## config.mk

```make
export PLATFORM = sky130hd
export DESIGN_NAME = epc_ctrl
export DESIGN_NICKNAME = d
export VERILOG_FILES = /design/src/design/epc_pkg.sv /design/src/design/epc_ctrl.sv /design/src/design/epc_mem.sv
export SDC_FILE = /design/constraint.sdc
export NUM_CORES = 2
export LEC_CHECK = 0
export BUFFER_PORTS_ARGS = -buffer_cell sky130_fd_sc_hd__buf_2
export CORE_MARGIN = 5
export CORE_UTILIZATION = 40
export DETAILED_ROUTE_END_ITERATION = 6
export PLACE_DENSITY = 0.61
export SLEW_MARGIN = 5
export SYNTH_ARGS = -nofsm -noshare
export SYNTH_HDL_FRONTEND = slang
export SYNTH_SLANG_ARGS = --single-unit
```

## constraint.sdc

```tcl
create_clock -name i_sys_clk -period 7 [get_ports i_sys_clk]
set_input_delay 0 -clock i_sys_clk [delete_from_list [all_inputs] [get_ports i_sys_clk]]
set_output_delay 0 -clock i_sys_clk [all_outputs]
set_load 0.01 [all_outputs]
```

## src/design/epc_pkg.sv

```systemverilog
/*
 * Constants, register map and timing for the EEPROM program/erase controller.
 * Assumes a 100 MHz system clock and an AXI4-Lite master with 32-bit data.
 */
package epc_pkg;

   //*******************************************************
   // Clock and timing
   //*******************************************************
   localparam int CLK_MHZ = 100;
   localparam int PGM_TIME_US = 10000;
   localparam int BYTE_ERASE_TIME_US = 10000;
   localparam int BLOCK_ERASE_TIME_US = 10000;
   localparam int BULK_ERASE_TIME_US = 10000;
   localparam int PGM_CYC = PGM_TIME_US * CLK_MHZ;
   localparam int BYTE_ERASE_CYC = BYTE_ERASE_TIME_US * CLK_MHZ;
   localparam int BLOCK_ERASE_CYC = BLOCK_ERASE_TIME_US * CLK_MHZ;
   localparam int BULK_ERASE_CYC = BULK_ERASE_TIME_US * CLK_MHZ;

   //*******************************************************
   // Array geometry
   //*******************************************************
   localparam int ARRAY_BYTES = 256;
   localparam int BLOCK_BYTES = 64;
   localparam logic [7:0] ERASED_BYTE = 8'hFF;
   localparam logic [7:0] INHIBIT_DATA = 8'hFF;

   //*******************************************************
   // Register map (byte addresses)
   //*******************************************************
   localparam int ADDR_W = 12;
   localparam logic [11:0] CTRL_OFS = 12'h000;
   localparam logic [11:0] STAT_OFS = 12'h004;
   localparam logic [1:0] ARR_SEL = 2'h1;
   localparam logic [7:0] CTRL_RST = 8'h00;

   localparam int CTL_PWR = 0;
   localparam int CTL_LAT = 1;
   localparam int CTL_ERL = 2;
   localparam int CTL_ERH = 3;
   localparam int CTL_PUMP = 4;
   localparam int CTL_RC = 5;
   localparam logic [7:0] CTRL_MASK = 8'h3F;

   localparam int ST_LATCHED = 0;
   localparam int ST_BUSY = 1;
   localparam int ST_DONE = 2;

   localparam logic [1:0] RESP_OKAY = 2'h0;
   localparam logic [1:0] RESP_SLVERR = 2'h2;

   typedef enum logic [1:0] {
      EPC_ER_NONE = 2'h0,
      EPC_ER_BYTE = 2'h1,
      EPC_ER_BLOCK = 2'h2,
      EPC_ER_BULK = 2'h3
   } epc_erase_t;

endpackage : epc_pkg

```

## src/design/epc_ctrl.sv

```systemverilog
/*
 * EEPROM program/erase controller with an AXI4-Lite register slave.
 * Assumes a single 100 MHz clock, a synchronous active-low reset fed by every
 * reset source, and a stop-mode level arriving from another domain.
 */
// The implementer's own choices: the register offsets and register access over AXI4-Lite.
`timescale 1ns/10ps
module epc_ctrl import epc_pkg::*; #(
   parameter int P_PGM_CYC = PGM_CYC,
   parameter int P_BYTE_CYC = BYTE_ERASE_CYC,
   parameter int P_BLOCK_CYC = BLOCK_ERASE_CYC,
   parameter int P_BULK_CYC = BULK_ERASE_CYC
) (
   input wire logic i_sys_clk,
   input wire logic i_nrst,
   input wire logic [11:0] i_awaddr,
   input wire logic i_awvalid,
   output logic o_awready,
   input wire logic [31:0] i_wdata,
   input wire logic [3:0] i_wstrb,
   input wire logic i_wvalid,
   output logic o_wready,
   output logic [1:0] o_bresp,
   output logic o_bvalid,
   input wire logic i_bready,
   input wire logic [11:0] i_araddr,
   input wire logic i_arvalid,
   output logic o_arready,
   output logic [31:0] o_rdata,
   output logic [1:0] o_rresp,
   output logic o_rvalid,
   input wire logic i_rready,
   input wire logic i_stop_mode,
   output logic o_pump_on,
   output logic o_array_hv,
   output logic o_rc_osc_on
);
   //*******************************************************
   // Elaboration checks
   //*******************************************************
   if (P_PGM_CYC < 2 || P_BYTE_CYC < 2 || P_BLOCK_CYC < 2 || P_BULK_CYC < 2) begin : g_chk
      $error("epc_ctrl: pulse counts must be at least 2");
   end

   typedef enum {ENG_IDLE, ENG_PULSE, ENG_RDOLD, ENG_PROG, ENG_SWEEP, ENG_HOLD} epc_state_t;

   //*******************************************************
   // Bus and register state
   //*******************************************************
   logic aw_full_r, aw_full_nxt, w_full_r, w_full_nxt;
   logic [11:0] aw_addr_r, aw_addr_nxt;
   logic [7:0] w_data_r, w_data_nxt;
   logic w_strb_r, w_strb_nxt;
   logic awready_r, awready_nxt, wready_r, wready_nxt;
   logic bvalid_r, bvalid_nxt;
   logic [1:0] bresp_r, bresp_nxt;
   logic arready_r, arready_nxt, rd_pend_r, rd_pend_nxt, rd_inh_r, rd_inh_nxt;
   logic [11:0] rd_addr_r, rd_addr_nxt;
   logic rvalid_r, rvalid_nxt;
   logic [7:0] rdata_r, rdata_nxt;
   logic [1:0] rresp_r, rresp_nxt;
   logic [7:0] ctl_r, ctl_nxt;
   logic latched_r, latched_nxt, done_r, done_nxt;
   logic [7:0] lat_addr_r, lat_addr_nxt, lat_data_r, lat_data_nxt;
   logic pump_on_r, pump_on_nxt, hv_r, hv_nxt, rc_on_r, rc_on_nxt;
   logic stop_s1_r, stop_s2_r;

   //*******************************************************
   // Engine state
   //*******************************************************
   epc_state_t st_r, st_nxt;
   logic [31:0] cnt_r, cnt_nxt, need_r, need_nxt;
   epc_erase_t mode_r, mode_nxt;
   logic [7:0] sw_addr_r, sw_addr_nxt, sw_last_r, sw_last_nxt;
   logic eng_done_r, eng_done_nxt;
   logic mem_we;
   logic [7:0] mem_waddr, mem_wdata, mem_raddr, mem_q;

   epc_mem #(.DATA_W(8), .DEPTH(ARRAY_BYTES)) u_mem (
      .i_sys_clk(i_sys_clk),
      .i_we(mem_we),
      .i_waddr(mem_waddr),
      .i_wdata(mem_wdata),
      .i_raddr(mem_raddr),
      .o_rdata(mem_q)
   );

   //*******************************************************
   // Register slave
   //*******************************************************
   always_comb begin
      aw_full_nxt = aw_full_r;
      aw_addr_nxt = aw_addr_r;
      w_full_nxt = w_full_r;
      w_data_nxt = w_data_r;
      w_strb_nxt = w_strb_r;
      bvalid_nxt = bvalid_r;
      bresp_nxt = bresp_r;
      rd_pend_nxt = rd_pend_r;
      rd_addr_nxt = rd_addr_r;
      rd_inh_nxt = rd_inh_r;
      rvalid_nxt = rvalid_r;
      rdata_nxt = rdata_r;
      rresp_nxt = rresp_r;
      ctl_nxt = ctl_r;
      latched_nxt = latched_r;
      lat_addr_nxt = lat_addr_r;
      lat_data_nxt = lat_data_r;
      done_nxt = done_r;
      if (i_awvalid && awready_r) begin
         aw_full_nxt = 1'b1;
         aw_addr_nxt = i_awaddr;
      end
      if (i_wvalid && wready_r) begin
         w_full_nxt = 1'b1;
         w_data_nxt = i_wdata[7:0];
         w_strb_nxt = i_wstrb[0];
      end
      if (bvalid_r && i_bready) begin
         bvalid_nxt = 1'b0;
      end
      if (aw_full_r && w_full_r && !bvalid_r) begin
         aw_full_nxt = 1'b0;
         w_full_nxt = 1'b0;
         bvalid_nxt = 1'b1;
         bresp_nxt = RESP_OKAY;
         if (aw_addr_r[11:10] == ARR_SEL) begin
            if (ctl_r[CTL_LAT] && w_strb_r) begin
               latched_nxt = 1'b1;
               lat_addr_nxt = aw_addr_r[9:2];
               lat_data_nxt = w_data_r;
            end
         end else if (aw_addr_r == CTRL_OFS) begin
            if (w_strb_r) begin
               ctl_nxt = w_data_r & CTRL_MASK;
               // Power bit moves only while latch is already set
               if (!ctl_r[CTL_LAT]) begin
                  ctl_nxt[CTL_PWR] = ctl_r[CTL_PWR];
               end
            end
         end else if (aw_addr_r == STAT_OFS) begin
            if (w_strb_r && w_data_r[ST_DONE]) begin
               done_nxt = 1'b0;
            end
         end else begin
            bresp_nxt = RESP_SLVERR;
         end
      end
      // Hardware set beats a software clear in the same cycle
      if (eng_done_r) begin
         done_nxt = 1'b1;
      end
      if (!ctl_nxt[CTL_LAT]) begin
         latched_nxt = 1'b0;
      end
      if (rvalid_r && i_rready) begin
         rvalid_nxt = 1'b0;
      end
      if (rd_pend_r) begin
         rd_pend_nxt = 1'b0;
         rvalid_nxt = 1'b1;
         rresp_nxt = RESP_OKAY;
         if (rd_addr_r[11:10] == ARR_SEL) begin
            rdata_nxt = rd_inh_r ? INHIBIT_DATA : mem_q;
         end else if (rd_addr_r == CTRL_OFS) begin
            rdata_nxt = ctl_r;
         end else if (rd_addr_r == STAT_OFS) begin
            rdata_nxt = 8'h00;
            rdata_nxt[ST_LATCHED] = latched_r;
            rdata_nxt[ST_BUSY] = (st_r != ENG_IDLE);
            rdata_nxt[ST_DONE] = done_r;
         end else begin
            rdata_nxt = 8'h00;
            rresp_nxt = RESP_SLVERR;
         end
      end
      if (i_arvalid && arready_r) begin
         rd_pend_nxt = 1'b1;
         rd_addr_nxt = i_araddr;
         rd_inh_nxt = latched_r && ctl_r[CTL_LAT];
      end
      awready_nxt = !aw_full_nxt && !bvalid_nxt;
      wready_nxt = !w_full_nxt && !bvalid_nxt;
      arready_nxt = !rd_pend_nxt && !rvalid_nxt;
      pump_on_nxt = ctl_nxt[CTL_PUMP] | ctl_nxt[CTL_PWR];
      hv_nxt = ctl_nxt[CTL_PWR];
      rc_on_nxt = ctl_nxt[CTL_RC] && !stop_s2_r;
   end

   always_ff @(posedge i_sys_clk) begin
      stop_s1_r <= i_stop_mode;
      stop_s2_r <= stop_s1_r;
      if (!i_nrst) begin
         aw_full_r <= 1'b0;
         aw_addr_r <= 12'h000;
         w_full_r <= 1'b0;
         w_data_r <= 8'h00;
         w_strb_r <= 1'b0;
         awready_r <= 1'b0;
         wready_r <= 1'b0;
         bvalid_r <= 1'b0;
         bresp_r <= RESP_OKAY;
         arready_r <= 1'b0;
         rd_pend_r <= 1'b0;
         rd_addr_r <= 12'h000;
         rd_inh_r <= 1'b0;
         rvalid_r <= 1'b0;
         rdata_r <= 8'h00;
         rresp_r <= RESP_OKAY;
         ctl_r <= CTRL_RST;
         latched_r <= 1'b0;
         lat_addr_r <= 8'h00;
         lat_data_r <= 8'h00;
         done_r <= 1'b0;
         pump_on_r <= 1'b0;
         hv_r <= 1'b0;
         rc_on_r <= 1'b0;
      end else begin
         aw_full_r <= aw_full_nxt;
         aw_addr_r <= aw_addr_nxt;
         w_full_r <= w_full_nxt;
         w_data_r <= w_data_nxt;
         w_strb_r <= w_strb_nxt;
         awready_r <= awready_nxt;
         wready_r <= wready_nxt;
         bvalid_r <= bvalid_nxt;
         bresp_r <= bresp_nxt;
         arready_r <= arready_nxt;
         rd_pend_r <= rd_pend_nxt;
         rd_addr_r <= rd_addr_nxt;
         rd_inh_r <= rd_inh_nxt;
         rvalid_r <= rvalid_nxt;
         rdata_r <= rdata_nxt;
         rresp_r <= rresp_nxt;
         ctl_r <= ctl_nxt;
         latched_r <= latched_nxt;
         lat_addr_r <= lat_addr_nxt;
         lat_data_r <= lat_data_nxt;
         done_r <= done_nxt;
         pump_on_r <= pump_on_nxt;
         hv_r <= hv_nxt;
         rc_on_r <= rc_on_nxt;
      end
   end

   //*******************************************************
   // Program/erase engine
   //*******************************************************
   // Cells change only after the full pulse; a pulse cut short writes nothing
   always_comb begin
      st_nxt = st_r;
      cnt_nxt = cnt_r;
      need_nxt = need_r;
      mode_nxt = mode_r;
      sw_addr_nxt = sw_addr_r;
      sw_last_nxt = sw_last_r;
      eng_done_nxt = 1'b0;
      mem_we = 1'b0;
      mem_waddr = sw_addr_r;
      mem_wdata = ERASED_BYTE;
      mem_raddr = (st_r == ENG_RDOLD) ? lat_addr_r : i_araddr[9:2];
      case (st_r)
         ENG_IDLE: begin
            if (ctl_r[CTL_PWR] && latched_r) begin
               st_nxt = ENG_PULSE;
               cnt_nxt = 32'h0;
               mode_nxt = epc_erase_t'({ctl_r[CTL_ERH], ctl_r[CTL_ERL]});
               case (epc_erase_t'({ctl_r[CTL_ERH], ctl_r[CTL_ERL]}))
                  EPC_ER_NONE: need_nxt = 32'(P_PGM_CYC);
                  EPC_ER_BYTE: need_nxt = 32'(P_BYTE_CYC);
                  EPC_ER_BLOCK: need_nxt = 32'(P_BLOCK_CYC);
                  default: need_nxt = 32'(P_BULK_CYC);
               endcase
            end
         end
         ENG_PULSE: begin
            if (!ctl_r[CTL_PWR]) begin
               st_nxt = ENG_IDLE;
            end else if (cnt_r == need_r - 32'h1) begin
               case (mode_r)
                  EPC_ER_NONE: st_nxt = ENG_RDOLD;
                  EPC_ER_BYTE: begin
                     sw_addr_nxt = lat_addr_r;
                     sw_last_nxt = lat_addr_r;
                  end
                  EPC_ER_BLOCK: begin
                     sw_addr_nxt = {lat_addr_r[7:6], 6'h00};
                     sw_last_nxt = {lat_addr_r[7:6], 6'h3F};
                  end
                  default: begin
                     sw_addr_nxt = 8'h00;
                     sw_last_nxt = 8'hFF;
                  end
               endcase
               if (mode_r != EPC_ER_NONE) begin
                  st_nxt = ENG_SWEEP;
               end
            end else begin
               cnt_nxt = cnt_r + 32'h1;
            end
         end
         ENG_RDOLD: st_nxt = ENG_PROG;
         ENG_PROG: begin
            mem_we = 1'b1;
            mem_waddr = lat_addr_r;
            mem_wdata = mem_q & lat_data_r;
            eng_done_nxt = 1'b1;
            st_nxt = ENG_HOLD;
         end
         ENG_SWEEP: begin
            mem_we = 1'b1;
            if (sw_addr_r == sw_last_r) begin
               eng_done_nxt = 1'b1;
               st_nxt = ENG_HOLD;
            end else begin
               sw_addr_nxt = sw_addr_r + 8'h01;
            end
         end
         ENG_HOLD: begin
            if (!ctl_r[CTL_PWR]) begin
               st_nxt = ENG_IDLE;
            end
         end
         default: st_nxt = ENG_IDLE;
      endcase
   end

   always_ff @(posedge i_sys_clk) begin
      if (!i_nrst) begin
         st_r <= ENG_IDLE;
         cnt_r <= 32'h0;
         need_r <= 32'h0;
         mode_r <= EPC_ER_NONE;
         sw_addr_r <= 8'h00;
         sw_last_r <= 8'h00;
         eng_done_r <= 1'b0;
      end else begin
         st_r <= st_nxt;
         cnt_r <= cnt_nxt;
         need_r <= need_nxt;
         mode_r <= mode_nxt;
         sw_addr_r <= sw_addr_nxt;
         sw_last_r <= sw_last_nxt;
         eng_done_r <= eng_done_nxt;
      end
   end

   assign o_awready = awready_r;
   assign o_wready = wready_r;
   assign o_bvalid = bvalid_r;
   assign o_bresp = bresp_r;
   assign o_arready = arready_r;
   assign o_rvalid = rvalid_r;
   assign o_rresp = rresp_r;
   assign o_rdata = {24'h000000, rdata_r};
   assign o_pump_on = pump_on_r;
   assign o_array_hv = hv_r;
   assign o_rc_osc_on = rc_on_r;
endmodule : epc_ctrl

```

## src/design/epc_mem.sv

```systemverilog
/*
 * Byte array standing in for the EEPROM cells: one write port, one read port.
 * Assumes one clock; read data appear from a register one cycle after the address.
 */
`timescale 1ns/10ps
module epc_mem #(
   parameter int DATA_W = 8,
   parameter int DEPTH = 256,
   parameter int AW = $clog2(DEPTH)
) (
   input wire logic i_sys_clk,
   input wire logic i_we,
   input wire logic [AW-1:0] i_waddr,
   input wire logic [DATA_W-1:0] i_wdata,
   input wire logic [AW-1:0] i_raddr,
   output logic [DATA_W-1:0] o_rdata
);
   logic [DATA_W-1:0] mem_r [DEPTH];

   // Cells hold their contents across reset; they start erased
   initial begin
      for (int i = 0; i < DEPTH; i++) begin
         mem_r[i] = '1;
      end
   end

   always_ff @(posedge i_sys_clk) begin
      if (i_we) begin
         mem_r[i_waddr] <= i_wdata;
      end
      o_rdata <= mem_r[i_raddr];
   end
endmodule : epc_mem

```

==> impl_summary.md <==
Run status
The flow ran to the end, and the final reports show no timing, DRC or antenna violations.

Drt
The number of search-and-repair iterations in the first detailed-routing pass is 6. The remaining antenna violation count after routing is 0. The final layout contains routed wiring with a total length of 273000 um. In the routed layout, each cell is associated on average with a via count of 5.79. The post-detailed-route wirelength per cell is 27.2 um. The DRC violation count after routing is 0. The initial detailed-routing violation count is 8301. The total number of vias is 58000.

Power and ir drop
The relative contribution of combinational cells to total power is 0.036. Of the total power, registers draw 0.529. Of the total power, the clock network draws 0.435. The internal power of the cells totals 20.9 mW. The power per cell area is 269 nW/um2. The switching part of the total power is 0.217. Power comes to 26.7 mW. The leakage component of the power is 35.5 nW. Across the VDD grid, the largest voltage drop is 275 uV. For this design the total switching power over the nets is 5.82 mW.

Place
The HPWL after detailed placement is 163000 um. Buffers placed on the I/O ports in this run total 58. At the end of routability-driven placement, the weighted congestion stood at 0.922. Timing analysis after detailed placement gives a worst setup slack of 1.69 ns. In this run the cell area measured after placement is 91000 um2.

Global routing
The via count of the first global-routing pass came to 54400. The initial antenna violation count is 15. The global routing usage summed across all routing layers is 0.232. The first global-routing pass estimated 389000 um of wire. Entering global routing, the biggest net connects 201 pins. The total congestion overflow after global routing is 0.

CTS
Gates resized during post-CTS repair numbered 0. Clock latency on the worst-skew pair, taken at its later pin, is 0.87 ns. The tree is rooted in a sky130_fd_sc_hd__clkbuf_16. After clock tree synthesis, the clock-pin slew on the worst setup and hold paths is 0.06 ns. The count of H-tree levels built during CTS is 4. No sink is reached through more buffers than the 3 on the longest clock path.

Buffers inserted during clock tree synthesis total 219. TritonCTS built the clock tree. For this design, the sink count on the clock tree is 2191.

Critical path
The minimum setup slack among reg-to-reg paths is 1.59 ns. The worst register-to-register path ends at u_mem.o_rdata[2]. The depth of the worst register-to-register path is 10. The setup path with the least slack is of type flop to flop. The start point of the critical path is st_r[2]. The data arrival time of the critical path is 6.20 ns.

The kind of launch point of the worst setup path is a flop. The endpoint kind of the worst setup timing path is a flop. The worst endpoint required time is 7.79 ns. The startpoint identified for the worst register-to-register timing path is st_r[2]. The timing endpoint of the critical path is u_mem.o_rdata[2]. Of all nets on the critical path, the largest fanout is 106.

Cells and area
The relative area change from synthesis to final layout is 13.5%. After the last flow step, the layout net total stands at 7045. After filler insertion, the fill cell instance count of the layout stands at 19000.

The fraction of layout instances using a drive strength above 1 is 0.0814. The area of all placed cells without fillers is 99400 um2.

Floorplan
The area enclosed by the die boundary is 228000 um2. The width of the die is 478 um. The initial utilization of the core area, before any placement, comes to 0.403. The die is 478 um tall. In this run the standard cell core region covers 218000 um2. In this run the core area contains 171 standard-cell rows.

Pin placement for this block handled 112 I/O pins.

Synthesis
The Yosys step of the flow raised 0 warnings. The number of synthesized flops with an enable pin is 2048. The post-synthesis instance area is 87600 um2.

After synthesis the netlist holds a flip-flop and latch count of 2191. The per-instance average area after synthesis is 12.8 um2. In the synthesized netlist the dominant register cell turns out to be sky130_fd_sc_hd__edfxtp_1. The distinct cell type count of the synthesized netlist is 83. For this run, asynchronously set or reset flops after synthesis account for 0. After technology mapping, the gate count stands at 6861.

Of the synthesized area, sequential elements account for 0.735.

Timing
The final count of pins violating max slew was 0. The upper clock frequency limit is 0.185 GHz. Setup repair after global routing left no endpoint under its margin. Measured against its own limit, the worst slew margin works out to 0.0592. The final hold violation count was 0. The worst hold slack is 0.147 ns.

Adding up every negative setup slack in the final design gives 0 ns. The post-route clock period utilization is 0.772. After layout, the worst setup slack is 1.59 ns. At the pin with the least slew margin, the transition time is 1.41 ns. Clock skew on the completed layout was measured at 0.0538 ns. The final critical-path required period is 5.41 ns. The number of setup violations in the final report is 0.

Min path
The launch instance of the worst min-delay path is i_rready. The worst hold path belongs to the class input pin to flop.

Run
The max capacitance violation total is 0.
## flip-flops by register name, summed over array words and instances, names as in the netlist, 6 cells and up
register / cells
sw_addr_r: 8
lat_data_r: 8
rd_addr_r: 12
u_mem.mem_r: 2048
rdata_r: 8
ctl_r: 6
lat_addr_r: 8
sw_last_r: 8
u_mem.o_rdata: 8
w_data_r: 8
aw_addr_r: 12
cnt_r: 32
## final cells by class
class,count,area (um2),area share
antenna,7,17.5,0.000176
clock buffer,287,5880,0.0591
clock inverter,125,1240,0.0125
inverter,12,45.0,0.000453
multi-input combinational,4227,21400,0.215
sequential,2191,64400,0.647
tap,2854,3570,0.0359
timing repair buffer,321,2900,0.0291
## timing repair
action,4_1_cts,5_1_grt
endpoints found under the hold margin,101,0
endpoints found under the setup margin,0,0
buffers inserted,0,0
hold buffers,128,0
## synthesized netlist by cell type, drive strengths merged, types with 8 or more instances
master,n,share of area
a21boi,56,0.0048
a21oi,94,0.0055
a311oi,23,0.0023
a31oi,184,0.013
a32oi,59,0.0059
a41oi,13,0.0013
and2,15,0.0011
and3,39,0.0028
buf,247,0.016
clkbuf,209,0.0090
dfxtp,143,0.033
edfxtp,2048,0.70
inv,12,0.00051
mux2i,156,0.018
mux4,8,0.0021
nand2,1961,0.084
nand2b,18,0.0013
nand3,665,0.038
nand3b,16,0.0014
nand4,190,0.014
nor2,333,0.014
nor2b,31,0.0022
nor3,34,0.0019
nor4,35,0.0025
o211ai,16,0.0014
o21a,8,0.00069
o21ai,50,0.0029
o22ai,43,0.0031
o31ai,13,0.0014
xnor2,23,0.0023
xor2,16,0.0016
## layer usage
metal  up-vias  routed length [um]  track usage
met4        12               14500        0.110
met3       602               30500       0.0566
met5         -                 103      0.00147
li1      25300                   -            -
met2      3293              121000        0.348
met1     28800              107000        0.318
## kinds of logic after synthesis
family	Yosys count	share of synthesized area
flip-flops	2191	0.735
AND/OR/NAND/NOR	3372	0.166
adder cells (fa/ha/maj)	5	0.000714
XOR/XNOR	39	0.00390
buffers and inverters	468	0.0250
multiplexers	169	0.0209
other	1	0.0000428
AO/OA/AOI/OAI	616	0.0482
## power groups by stage
stage / clock (mW) / combinational [mW] / sequential (mW)
after floorplan: 0 / 0.506 / 14.4
after global placement: 0 / 0.883 / 14.4
after detailed placement: 0 / 0.884 / 14.4
after CTS: 11.7 / 0.937 / 14.2
after global routing: 12.3 / 0.996 / 14.1
final: 11.6 / 0.964 / 14.2
## worst max-delay path, cell delays in order (launching register included)
cell and delay, ns:
sky130_fd_sc_hd__dfxtp_1 0.66, sky130_fd_sc_hd__or3b_2 0.93, sky130_fd_sc_hd__mux2_8 0.75, sky130_fd_sc_hd__buf_12 0.56, sky130_fd_sc_hd__buf_4 0.52, sky130_fd_sc_hd__nand2_1 0.11
sky130_fd_sc_hd__a31oi_1 0.18, sky130_fd_sc_hd__nand2_1 0.11, sky130_fd_sc_hd__nor4_1 0.69, sky130_fd_sc_hd__nor3_1 0.38, sky130_fd_sc_hd__o221ai_1 0.27
## how the worst min path moves through the flow
| stage | endpoint | slack [ns] | cells after the start |
|---|---|---|---|
| global route | o_arready | 0.15 | 5 |
| floorplan | stop_s1_r | 0.03 | 0 |
| global placement | stop_s1_r | 0.11 | 1 |
| finish | o_arready | 0.15 | 5 |
| CTS | o_arready | 0.07 | 5 |
| detailed placement | stop_s1_r | 0.11 | 1 |
## through the flow
stage               instances   util
finish                  10000  0.457
global route            10000  0.457
CTS                     10000  0.457
detailed placement       9477  0.418
global placement         9477  0.418
floorplan                6886      -
## placed cells by master, fill, tap and decap left out, types with 23 or more instances in the layout
master / count
sky130_fd_sc_hd__a21boi_0: 56
sky130_fd_sc_hd__a21oi_1: 90
sky130_fd_sc_hd__a31oi_1: 184
sky130_fd_sc_hd__a32oi_1: 59
sky130_fd_sc_hd__and3_1: 39
sky130_fd_sc_hd__buf_12: 25
sky130_fd_sc_hd__buf_2: 58
sky130_fd_sc_hd__buf_4: 110
sky130_fd_sc_hd__clkbuf_1: 54
sky130_fd_sc_hd__clkbuf_16: 221
sky130_fd_sc_hd__clkinv_1: 39
sky130_fd_sc_hd__clkinv_2: 43
sky130_fd_sc_hd__conb_1: 26
sky130_fd_sc_hd__dfxtp_1: 143
sky130_fd_sc_hd__dlygate4sd3_1: 128
sky130_fd_sc_hd__edfxtp_1: 2048
sky130_fd_sc_hd__mux2i_1: 153
sky130_fd_sc_hd__nand2_1: 1948
sky130_fd_sc_hd__nand3_1: 657
sky130_fd_sc_hd__nand4_1: 190
sky130_fd_sc_hd__nor2_1: 328
sky130_fd_sc_hd__nor2b_1: 31
sky130_fd_sc_hd__nor3_1: 34
sky130_fd_sc_hd__nor4_1: 34
sky130_fd_sc_hd__o21ai_0: 42
sky130_fd_sc_hd__o22ai_1: 43
sky130_fd_sc_hd__xnor2_1: 23
Note: power is estimated with default switching activity, not from simulation.
